===== src/hdl/fbs_pkg.sv =====
// Summary of operation
// - Boot delay is a 32-bit read/write millisecond value, preset zero.
// - Bits 0-15 name physical interfaces, bits 16-31 name protocols.
// - Bits 0-6: USB, RS-485, RS-232, CAN, Ethernet, ind. Ethernet, SPI.
// - Protocols: serial Modbus 16, Modbus over TCP 17, industrial IP 18.
// - Availability read-only; ones mark buses present; preset CAN+Ethernet.
// - Control is read/write, switches buses on or off, preset CAN+Ethernet.
// - Control bitmap uses the same bit positions as availability.
// - Status entry 0 is a read-only 8-bit count of two further entries.
// - Status entry 1 is a read-only switchable mask, preset CAN+Ethernet.
// - Status entry 2 is a read-only active bitmap, preset CAN+Ethernet.
// - Active one means running; switchable one means may be deactivated.
`default_nettype none
package fbs_pkg;

    // ----------------------------------------------------------------
    // Object addresses
    // ----------------------------------------------------------------
    localparam logic [15:0] IDX_BOOT_DELAY = 16'h2084;
    localparam logic [15:0] IDX_AVAIL = 16'h2101;
    localparam logic [15:0] IDX_CONTROL = 16'h2102;
    localparam logic [15:0] IDX_STATUS = 16'h2103;
    localparam logic [7:0] SUB_VALUE = 8'h00;
    localparam logic [7:0] SUB_ENTRY_COUNT = 8'h00;
    localparam logic [7:0] SUB_SWITCHABLE = 8'h01;
    localparam logic [7:0] SUB_ACTIVE = 8'h02;

    // ----------------------------------------------------------------
    // Bitmap layout
    // ----------------------------------------------------------------
    localparam int IFACE_LO = 0;
    localparam int IFACE_HI = 15;
    localparam int PROTO_LO = 16;
    localparam int PROTO_HI = 31;
    localparam int USB_IFACE_BIT = 0;
    localparam int RS485_IFACE_BIT = 1;
    localparam int RS232_IFACE_BIT = 2;
    localparam int CAN_IFACE_BIT = 3;
    localparam int ETHERNET_IFACE_BIT = 4;
    localparam int INDUSTRIAL_ETHERNET_IFACE_BIT = 5;
    localparam int SPI_IFACE_BIT = 6;
    localparam int SERIAL_MODBUS_PROTOCOL_BIT = 16;
    localparam int NETWORKED_MODBUS_PROTOCOL_BIT = 17;
    localparam int INDUSTRIAL_IP_PROTOCOL_BIT = 18;
    localparam logic [31:0] ONE_BIT = 32'h0000_0001;
    localparam logic [31:0] IFACE_BITS = (ONE_BIT << USB_IFACE_BIT)
        | (ONE_BIT << RS485_IFACE_BIT) | (ONE_BIT << RS232_IFACE_BIT)
        | (ONE_BIT << CAN_IFACE_BIT) | (ONE_BIT << ETHERNET_IFACE_BIT)
        | (ONE_BIT << INDUSTRIAL_ETHERNET_IFACE_BIT)
        | (ONE_BIT << SPI_IFACE_BIT);
    localparam logic [31:0] PROTO_BITS =
        (ONE_BIT << SERIAL_MODBUS_PROTOCOL_BIT)
        | (ONE_BIT << NETWORKED_MODBUS_PROTOCOL_BIT)
        | (ONE_BIT << INDUSTRIAL_IP_PROTOCOL_BIT);
    localparam logic [31:0] DEFINED_BITS = IFACE_BITS | PROTO_BITS;

    // ----------------------------------------------------------------
    // Values after reset
    // ----------------------------------------------------------------
    localparam logic [31:0] BOOT_DELAY_RST = 32'h0000_0000;
    localparam logic [31:0] AVAIL_RST = 32'h0000_0018;
    localparam logic [31:0] CONTROL_RST = 32'h0000_0018;
    localparam logic [31:0] SWITCHABLE_RST = 32'h0000_0018;
    localparam logic [7:0] STATUS_ENTRY_COUNT = 8'h02;

    // ----------------------------------------------------------------
    // Timing
    // ----------------------------------------------------------------
    localparam int CLK_PERIOD_NS = 8;
    localparam int MS_PERIOD_NS = 1000000;
    localparam int MS_CYCLES = MS_PERIOD_NS / CLK_PERIOD_NS;

    // ----------------------------------------------------------------
    // Types
    // ----------------------------------------------------------------
    typedef struct packed {
        logic rd;
        logic wr;
        logic [15:0] index;
        logic [7:0] subindex;
        logic [31:0] wdata;
    } fbs_od_req_type;

    typedef struct packed {
        logic ack;
        logic err;
        logic [31:0] rdata;
    } fbs_od_rsp_type;

    typedef enum logic {BOOT_WAIT, BOOT_READY} fbs_boot_state_type;

endpackage
`default_nettype wire


===== src/hdl/fbs_top.sv =====
`timescale 1ns/10ps
`default_nettype none
module fbs_top
    import fbs_pkg::*;
#(
    parameter logic [31:0] AVAIL_MASK = AVAIL_RST,
    parameter logic [31:0] SWITCH_MASK = SWITCHABLE_RST,
    parameter int CYCLES_PER_MS = MS_CYCLES
) (
    input wire logic mclk,
    input wire logic rst,
    input wire fbs_od_req_type od_req,
    output fbs_od_rsp_type od_rsp,
    output logic boot_ready,
    output logic [31:0] fieldbus_enable
);

    // ----------------------------------------------------------------
    // Elaboration checks
    // ----------------------------------------------------------------
    localparam int DIV_W = $clog2(CYCLES_PER_MS);
    if (CYCLES_PER_MS < 2) begin : g_bad_div
        $error("CYCLES_PER_MS must be at least 2");
    end
    if ((AVAIL_MASK & ~DEFINED_BITS) != 32'h0000_0000) begin : g_bad_av
        $error("AVAIL_MASK sets undefined bits");
    end
    if ((SWITCH_MASK & ~AVAIL_MASK) != 32'h0000_0000) begin : g_bad_sw
        $error("SWITCH_MASK must lie inside AVAIL_MASK");
    end

    // ----------------------------------------------------------------
    // Object decode
    // ----------------------------------------------------------------
    logic [31:0] boot_delay_ms;
    logic [31:0] fieldbus_control;
    logic [31:0] next_control;
    fbs_od_rsp_type next_rsp;
    logic req_any;
    logic req_bad;
    logic hit_boot;
    logic hit_avail;
    logic hit_control;
    logic hit_count;
    logic hit_switch;
    logic hit_active;

    // Subindex must match exactly; plain variables only answer on 0
    assign hit_boot = od_req.index == IDX_BOOT_DELAY
        && od_req.subindex == SUB_VALUE;
    assign hit_avail = od_req.index == IDX_AVAIL
        && od_req.subindex == SUB_VALUE;
    assign hit_control = od_req.index == IDX_CONTROL
        && od_req.subindex == SUB_VALUE;
    assign hit_count = od_req.index == IDX_STATUS
        && od_req.subindex == SUB_ENTRY_COUNT;
    assign hit_switch = od_req.index == IDX_STATUS
        && od_req.subindex == SUB_SWITCHABLE;
    assign hit_active = od_req.index == IDX_STATUS
        && od_req.subindex == SUB_ACTIVE;
    // A read and a write together are ambiguous, so both are refused
    assign req_any = od_req.rd | od_req.wr;
    assign req_bad = od_req.rd & od_req.wr;

    // Locked bits keep their value whatever software writes
    assign next_control = (fieldbus_control & ~SWITCH_MASK)
        | (od_req.wdata & SWITCH_MASK);

    // ----------------------------------------------------------------
    // Answer mux
    // ----------------------------------------------------------------
    always_comb begin
        next_rsp = '0;
        next_rsp.ack = req_any;
        if (req_bad) begin
            next_rsp.err = 1'b1;
        end else if (od_req.wr) begin
            // Only the two writable objects take a write
            next_rsp.err = !(hit_boot || hit_control);
        end else if (od_req.rd) begin
            next_rsp.err = 1'b0;
            if (hit_boot) begin
                next_rsp.rdata = boot_delay_ms;
            end else if (hit_avail) begin
                next_rsp.rdata = AVAIL_MASK;
            end else if (hit_control) begin
                next_rsp.rdata = fieldbus_control;
            end else if (hit_count) begin
                next_rsp.rdata = {24'h000000, STATUS_ENTRY_COUNT};
            end else if (hit_switch) begin
                next_rsp.rdata = SWITCH_MASK;
            end else if (hit_active) begin
                next_rsp.rdata = fieldbus_enable;
            end else begin
                next_rsp.err = 1'b1;
            end
        end
    end

    // Answer register, one cycle after the request
    always_ff @(posedge mclk) begin
        if (rst) begin
            od_rsp <= '0;
        end else begin
            od_rsp <= next_rsp;
        end
    end

    // ----------------------------------------------------------------
    // Writable objects
    // ----------------------------------------------------------------
    // Boot delay storage
    always_ff @(posedge mclk) begin
        if (rst) begin
            boot_delay_ms <= BOOT_DELAY_RST;
        end else if (od_req.wr && !od_req.rd && hit_boot) begin
            boot_delay_ms <= od_req.wdata;
        end
    end

    // Control bitmap
    always_ff @(posedge mclk) begin
        if (rst) begin
            fieldbus_control <= CONTROL_RST;
        end else if (od_req.wr && !od_req.rd && hit_control) begin
            fieldbus_control <= next_control;
        end
    end

    // Active bitmap; locked available buses always run
    always_ff @(posedge mclk) begin
        if (rst) begin
            fieldbus_enable <= AVAIL_MASK & (~SWITCH_MASK | CONTROL_RST);
        end else begin
            fieldbus_enable <= AVAIL_MASK
                & (~SWITCH_MASK | fieldbus_control);
        end
    end

    // ----------------------------------------------------------------
    // Boot delay timing
    // ----------------------------------------------------------------
    logic [DIV_W-1:0] ms_div;
    logic ms_tick;
    logic [31:0] ms_count;
    fbs_boot_state_type boot_state;

    // Millisecond divider
    always_ff @(posedge mclk) begin
        if (rst) begin
            ms_div <= '0;
            ms_tick <= 1'b0;
        end else if (ms_div == DIV_W'(CYCLES_PER_MS - 1)) begin
            ms_div <= '0;
            ms_tick <= 1'b1;
        end else begin
            ms_div <= ms_div + 1'b1;
            ms_tick <= 1'b0;
        end
    end

    // Elapsed ms since reset, saturating so it never wraps to ready
    always_ff @(posedge mclk) begin
        if (rst) begin
            ms_count <= '0;
        end else if (ms_tick && ms_count != 32'hffff_ffff) begin
            ms_count <= ms_count + 1'b1;
        end
    end

    // Readiness latches; later delay writes cannot undo it
    always_ff @(posedge mclk) begin
        if (rst) begin
            boot_state <= BOOT_WAIT;
            boot_ready <= 1'b0;
        end else begin
            case (boot_state)
                BOOT_WAIT: begin
                    if (ms_count >= boot_delay_ms) begin
                        boot_state <= BOOT_READY;
                        boot_ready <= 1'b1;
                    end
                end
                BOOT_READY: begin
                    boot_ready <= 1'b1;
                end
                default: begin
                    boot_state <= BOOT_WAIT;
                    boot_ready <= 1'b0;
                end
            endcase
        end
    end
endmodule
`default_nettype wire


===== config.mk =====
export PLATFORM = sky130hd
export DESIGN_NAME = fbs_top
export DESIGN_NICKNAME = d
export VERILOG_FILES = /design/src/hdl/fbs_pkg.sv /design/src/hdl/fbs_top.sv
export SDC_FILE = /design/constraint.sdc
export NUM_CORES = 1
export LEC_CHECK = 0
export ABC_AREA = 0
export BUFFER_PORTS_ARGS = -buffer_cell sky130_fd_sc_hd__buf_2
export CAP_MARGIN = 20
export CORE_UTILIZATION = 55
export DETAILED_ROUTE_END_ITERATION = 8
export PLACE_DENSITY = 0.8
export SYNTH_ARGS = -nofsm -noshare
export SYNTH_HDL_FRONTEND = slang
export SYNTH_SLANG_ARGS = --single-unit

===== constraint.sdc =====
create_clock -name mclk -period 2.8 [get_ports mclk]
set_input_delay 0.42 -clock mclk [delete_from_list [all_inputs] [get_ports mclk]]
set_output_delay 0.42 -clock mclk [all_outputs]
set_load 0.03 [all_outputs]

==> results of run 1 <==
## layout make-up
type,instances,area [sq um],area share [%]
multi-input combinational,508,3070,43.7
tap,136,170,2.43
clock inverter,14,138,1.96
clock buffer,18,428,6.10
timing repair buffer,108,596,8.49
sequential,122,2440,34.8
inverter,46,173,2.46
## power groups by stage
stage / Combinational, W / Sequential (W) / Clock, W
after floorplan: 0.000132 / 0.00179 / 0
after global placement: 0.000160 / 0.00179 / 0
after detailed placement: 0.000163 / 0.00179 / 0
after CTS: 0.000164 / 0.00175 / 0.00208
after global routing: 0.000178 / 0.00175 / 0.00216
final: 0.000166 / 0.00175 / 0.00206
## sequential cells by signal, summed over array words and instances, names as in the netlist
name / flops
od_rsp: 34
boot_delay_ms: 32
ms_count: 32
ms_div: 17
fieldbus_control: 2
fieldbus_enable: 2
boot_ready: 1
boot_state: 1
ms_tick: 1
## worst max-delay path, delay by kind of cell (launching register included)
family,cells,cell delay (ns)
simple gates,4,1.73
flops,1,0.46
compound gates,1,0.16
## path summary, 6_finish.rpt
check,from,end,slack [ns],cells after the start
min,od_req[4],fieldbus_control[4]$_SDFFE_PP1P_,0.12,2
min reg2reg,boot_delay_ms[2]$_SDFFE_PP0P_,boot_delay_ms[2]$_SDFFE_PP0P_,0.45,2
max,ms_count[2]$_SDFFE_PP0P_,ms_count[17]$_SDFFE_PP0P_,0.38,5
max reg2reg,ms_count[2]$_SDFFE_PP0P_,ms_count[17]$_SDFFE_PP0P_,0.38,5
## layout by cell type, fill, tap and decap left out, drive strengths merged, types with 5 or more instances in the layout
| cell type | instances |
|---|---|
| or4 | 11 |
| clkbuf | 18 |
| xnor2 | 23 |
| nand2b | 5 |
| a21oi | 68 |
| buf | 108 |
| conb | 30 |
| nand4 | 20 |
| and3 | 8 |
| nand2 | 84 |
| ha | 34 |
| and4 | 8 |
| o21ai | 12 |
| nand3 | 23 |
| nor3 | 38 |
| or4b | 5 |
| nor2b | 5 |
| o31ai | 8 |
| or2 | 5 |
| xor2 | 5 |
| nor4 | 12 |
| inv | 52 |
| dfxtp | 122 |
| nor2 | 49 |
| or3 | 9 |
## logic make-up (layout without fill, tap and decap cells)
logic type / count (synthesis) / after routing / share of synthesized area (%)
xor+xnor: 28 / 28 / 4.13
fa+ha+maj: 34 / 34 / 7.17
other cells: 1 / 30 / 0.0632
compound gates: 120 / 120 / 12.2
simple gates: 295 / 295 / 26.0
buf+inv: 107 / 186 / 9.13
flops: 122 / 122 / 41.2
mux: 1 / 1 / 0.169
## Yosys cell counts (9+ instances only)
cell type / instances
ha_1: 34
inv_1: 46
a21oi_1: 68
nand3_1: 23
nand2_1: 84
clkbuf_1: 24
nor2_1: 49
or3_1: 9
buf_4: 30
nor3_1: 38
or4_1: 11
xnor2_1: 23
dfxtp_1: 122
nor4_1: 11
nand4_1: 20
o21ai_0: 12
## per-layer routing
metal | GRT usage (%) | up-vias | routed length [um]
li1 | - | 2629 | -
met1 | 30.6 | 2471 | 5750
met2 | 43.9 | 189 | 7000
met3 | 4.89 | 25 | 703
met4 | 10.2 | 0 | 252
met5 | 0 | - | 0
## through the flow
| step | total power (W) | worst slack, ns | cells | hold WS [ns] | area [sq um] |
|---|---|---|---|---|---|
| 2_1_floorplan | 0.00192 | 0.290 | 737 | 0.432 | 6040 |
| 3_3_place_gp | 0.00195 | 0.202 | 920 | 0.438 | 6450 |
| 3_5_place_dp | 0.00195 | 0.152 | 920 | 0.445 | 6450 |
| 4_1_cts | 0.00400 | 0.398 | 952 | 0.101 | 7010 |
| 5_1_grt | 0.00409 | 0.246 | 952 | 0.110 | 7010 |
| 6_report | 0.00397 | 0.384 | 952 | 0.121 | 7010 |
==> impl_metrics.py, run 1 <==
metrics = {
    "run_status": {
        "outcome": "complete, no violations",
    },
    "power_and_ir_drop": {
        "p_int_w": 0.00301,
        "p_clk_share_pct": 51.8,
        "power.switching_w": 0.000962,
        "leakagePower_nw": 2.65,
        "swShare_pct": 24.2,
        "p_comb_share_pct": 4.2,
        "peakVddDrop_mv": 0.332,
        "seqPwrFrac_pct": 44.1,
        "powerDensity_nw_per_um2": 566,
    },
    "detailed_routing": {
        "vias": 5314,
        "final_antenna_net_count": 0,
        "wl_per_cell_um": 14.4,
        "routed_wl_um": 13700,
        "drc_errors": 0,
        "drt_first_iter_violations": 335,
        "dr.pass1.iters": 5,
        "viasPerCell": 5.58,
    },
    "global_routing": {
        "grt_max_degree": 76,
        "antenna_found_initial": 0,
        "grt-ovfl-total": 0,
        "grt_pass1_vias": 4992,
        "grt_first_pass_wirelength_um": 22800,
        "grt.total_usage_pct": 25.3,
    },
    "setup_path": {
        "cp-start-kind": "register",
        "crit_slowest_cell": "or4b_2",
        "path_cells": "and3_1 > nand4_1 > or2_2 > or4b_2 > a21oi_1",
        "crit_type": "register to register",
        "endpoint_kind": "register",
        "cp_data_required_time_ns": 3.24,
        "arrival_ns": 2.86,
        "slowest_delay_ns": 0.65,
        "path_max_fanout": 11,
    },
    "yosys": {
        "syn_inst": 708,
        "synth_area_sq_um": 5930,
        "ys_types": 55,
        "synth.largest_area_cell": "dfxtp_1",
        "synth_edf_count": 0,
        "synth.ff_latch_count": 122,
        "synthFlopType": "dfxtp_1",
        "synthTopCellsByArea": "dfxtp_1, ha_1, a21oi_1",
        "syn_avg_cell_area_sq_um": 8.38,
        "yosys_warnings": 0,
        "seq_area_frac_synth_pct": 41.2,
        "async_flop_share_pct": 0,
        "synth_top_area_share_pct": 41.2,
    },
    "timing": {
        "layout_worst_path_cycle_share_pct": 86.3,
        "finClkSkew_ns": 0.00840,
        "tightest_slew_ns": 0.779,
        "setup_tns_ns": 0,
        "maxSlewHeadroom_pct": 48.1,
        "setup_viol": 0,
        "min_period_ns": 2.42,
        "slew_viol_final": 0,
        "grt_setup_unrepaired": "no",
        "fmax_mhz": 414,
        "final_hold_viol_count": 0,
    },
    "floorplan": {
        "core_area_sq_um": 10400,
        "die_width_um": 106,
        "ios": 127,
        "die_area_sq_um": 11200,
        "initial_core_util_pct": 57.2,
        "row_count": 37,
        "die_h_um": 106,
    },
    "cts": {
        "clock_sink_count": 122,
        "cts_tree": "done",
        "cts_made_buffers": 17,
        "cts_buffer_depth": 2,
        "path_clk_slew_ns": 0.06,
        "insertion_delay_ns": 0.52,
        "clock-root-buffer": "clkbuf_8",
        "cts-htree-levels": 4,
        "cts_resized": 0,
        "post-cts-setup-buffer-count": 0,
        "hold_buffers": 0,
    },
    "layout": {
        "drive_above_1_share_pct": 18.9,
        "num-nets-final": 897,
        "antenna_cells": 0,
        "syn_to_final_growth_pct": 18.2,
        "final_util_pct": 67.6,
        "fillers": 821,
    },
    "placed_design": {
        "place_congestion": 0.830,
        "dp_hpwl_um": 9870,
        "io_buffers": 96,
    },
    "hold_path": {
        "hold_path_class": "input port to register",
    },
    "job": {
        "maxCapViolations": 0,
    },
}
Power figures use the tool's default switching activity.
==> inputs of run 2 (changes only) <==
Settings changed: CORE_MARGIN from default to 2, CORE_UTILIZATION 55 to 49, PLACE_DENSITY 0.8 to 0.76, TNS_END_PERCENT from default to 1.
Clock period 2.8 ns to 2 ns, I/O delays scaled along.
==> run 2 against run 1 <==
Count of clock-buffer cells in the layout increased by 1. Critical path depth grew 2. Largest power group unchanged. Highest routed layer unchanged. The run now ends with negative setup slack left. Setup slack got worse by 0.44 ns.
==> impl_metrics.py, run 2 (synthesis gave the netlist of run 1 again) <==
metrics = {
    "cts": {
        "hold_buffers": 0,
        "insertion_delay_ns": 0.42,
        "clock-root-buffer": "clkbuf_16",
        "cts_tree": "done",
        "path_clk_slew_ns": 0.06,
        "clock_sink_count": 122,
        "cts_buffer_depth": 2,
        "cts_made_buffers": 17,
        "cts-htree-levels": 4,
    },
    "placed_design": {
        "place_congestion": 0.872,
        "dp_hpwl_um": 10200,
        "io_buffers": 96,
        "place_inst": 1009,
    },
    "detailed_routing": {
        "wl_met1_um": 6430,
        "wl_met3_um": 636,
        "final_antenna_net_count": 0,
        "drc_errors": 0,
        "wl_met2_um": 7110,
        "vias": 5536,
        "wl_per_cell_um": 13.9,
        "dr.pass1.iters": 5,
        "viasPerCell": 5.31,
        "dr.max_layer_used": "met4",
        "drt_first_iter_violations": 418,
        "routed_wl_um": 14500,
    },
    "floorplan": {
        "row_count": 40,
        "ios": 127,
        "initial_core_util_pct": 49.8,
        "die_width_um": 114,
        "die_area_sq_um": 13000,
        "die_h_um": 114,
        "core_area_sq_um": 11900,
    },
    "run_status": {
        "violations": "negative setup slack",
        "outcome": "complete, but fails checks",
    },
    "layout": {
        "fin_cells": 1043,
        "num-nets-final": 977,
        "drive_above_1_share_pct": 29.7,
        "final_util_pct": 65.5,
        "top_register": "od_rsp",
        "mostFrequentLayoutCells": "dfxtp_1, buf_2, buf_4",
        "largest_reg_flops": 34,
        "largestRegisters": "od_rsp x34, boot_delay_ms x32, ms_count x32",
        "syn_to_final_growth_pct": 31.5,
        "antenna_cells": 0,
        "fillers": 1014,
        "layout_commonest_cell": "dfxtp_1",
    },
    "setup_path": {
        "crit_slowest_cell": "or4b_4",
        "cp_data_required_time_ns": 2.29,
        "slowest_delay_ns": 0.54,
        "endpoint_kind": "register",
        "crit_type": "input port to register",
        "path_max_fanout": 32,
        "timing.critical_path.mode_cell": "or4b_4",
        "path_cells": "buf_2 > or4_4 > or4b_4 > or4b_4 > buf_12 > nand2_1 > a21oi_1",
        "cp-start-kind": "input port",
        "arrival_ns": 2.35,
    },
    "timing": {
        "tightest_slew_ns": 0.517,
        "finClkSkew_ns": 0.0103,
        "setup_viol": 33,
        "fmax_mhz": 485,
        "grt_setup_unrepaired": "yes",
        "final_hold_viol_count": 0,
        "maxSlewHeadroom_pct": 64.7,
        "layout_setup_ws_ns": -0.0598,
        "min_period_ns": 2.06,
        "slew_viol_final": 0,
        "layout_worst_path_cycle_share_pct": 103,
    },
    "hold_path": {
        "hold_path_class": "input port to register",
    },
    "power_and_ir_drop": {
        "power.switching_w": 0.00131,
        "p_comb_share_pct": 4.4,
        "leakagePower_nw": 3.10,
        "p_clk_share_pct": 53.7,
        "power_w": 0.00583,
        "seqPwrFrac_pct": 42.0,
        "p_int_w": 0.00452,
        "swShare_pct": 22.5,
        "powerDensity_nw_per_um2": 747,
        "peakVddDrop_mv": 0.426,
    },
    "job": {
        "maxCapViolations": 0,
    },
    "global_routing": {
        "grt.total_usage_pct": 22.7,
        "antenna_found_initial": 0,
        "grt-ovfl-total": 0,
        "grt_max_degree": 40,
        "grt_first_pass_wirelength_um": 23800,
        "grt_pass1_vias": 5246,
    },
}
run 2: cell types whose count changed in the layout (fill, tap and decap cells not counted), sizes merged:
cell	delta
inv	-4
clkinvlp	-1
clkinv	+2
bufinv	+2
buf	+80
clkbuf	+1
run 2: what timing repair did:
item,in CTS,in global routing
pin swaps,10,9
setup endpoints to repair,46,71
buffers inserted,2,0
gates resized for setup,17,26
hold endpoints to repair,0,0
run 2: cell type report:
| type | instances | area (sq um) | share of cell area [%] |
|---|---|---|---|
| Clock buffer | 19 | 443 | 5.68 |
| Clock inverter | 13 | 166 | 2.13 |
| Inverter | 46 | 173 | 2.21 |
| Multi-Input combinational cell | 508 | 3170 | 40.7 |
| Sequential cell | 122 | 2460 | 31.5 |
| Tap cell | 147 | 184 | 2.36 |
| Timing Repair Buffer | 188 | 1200 | 15.4 |
run 2: final timing paths:
check | endpoint | slack (ns) | startpoint | cells past startpoint
worst max-delay path | boot_delay_ms[25]$_SDFFE_PP0P_ | -0.06 | od_req[35] | 7
worst min-delay path | fieldbus_control[4]$_SDFFE_PP1P_ | 0.11 | od_req[4] | 2
worst max register to register | ms_count[31]$_SDFFE_PP0P_ | -0.01 | ms_count[14]$_SDFFE_PP0P_ | 5
worst min register to register | boot_delay_ms[17]$_SDFFE_PP0P_ | 0.46 | boot_delay_ms[17]$_SDFFE_PP0P_ | 2
run 2: power by group through the flow:
| stage | logic, W | clock network (W) | registers [W] |
|---|---|---|---|
| after floorplan | 0.000185 | 0 | 0.00251 |
| after global placement | 0.000249 | 0 | 0.00250 |
| after detailed placement | 0.000249 | 0 | 0.00250 |
| after CTS | 0.000251 | 0.00318 | 0.00245 |
| after global routing | 0.000275 | 0.00328 | 0.00245 |
| final | 0.000254 | 0.00313 | 0.00245 |
run 2: layer usage:
| metal | vias up | track usage (%) |
|---|---|---|
| met5 | - | 0 |
| met4 | 0 | 8.86 |
| met3 | 33 | 5.90 |
| met2 | 153 | 39.2 |
| met1 | 2571 | 27.1 |
| li1 | 2779 | - |
run 2: metrics by stage:
step           worst slack, ns  cell area [sq um]  setup TNS (ns)  hold slack (ns)
6_report               -0.0598               7800          -0.890            0.106
5_1_grt                 -0.107               7800           -2.97            0.109
4_1_cts                -0.0373               7720          -0.249           0.0854
3_5_place_dp            -0.492               7050          -21.68            0.454
3_3_place_gp            -0.461               7050          -18.59            0.443
2_1_floorplan           -0.388               6050          -14.51            0.416
run 2: critical path: cells and delay by family:
kind	cells	cell delay, ns
AND/OR/NAND/NOR	4	1.68
buffers and inverters	2	0.29
AO/OA/AOI/OAI	1	0.07
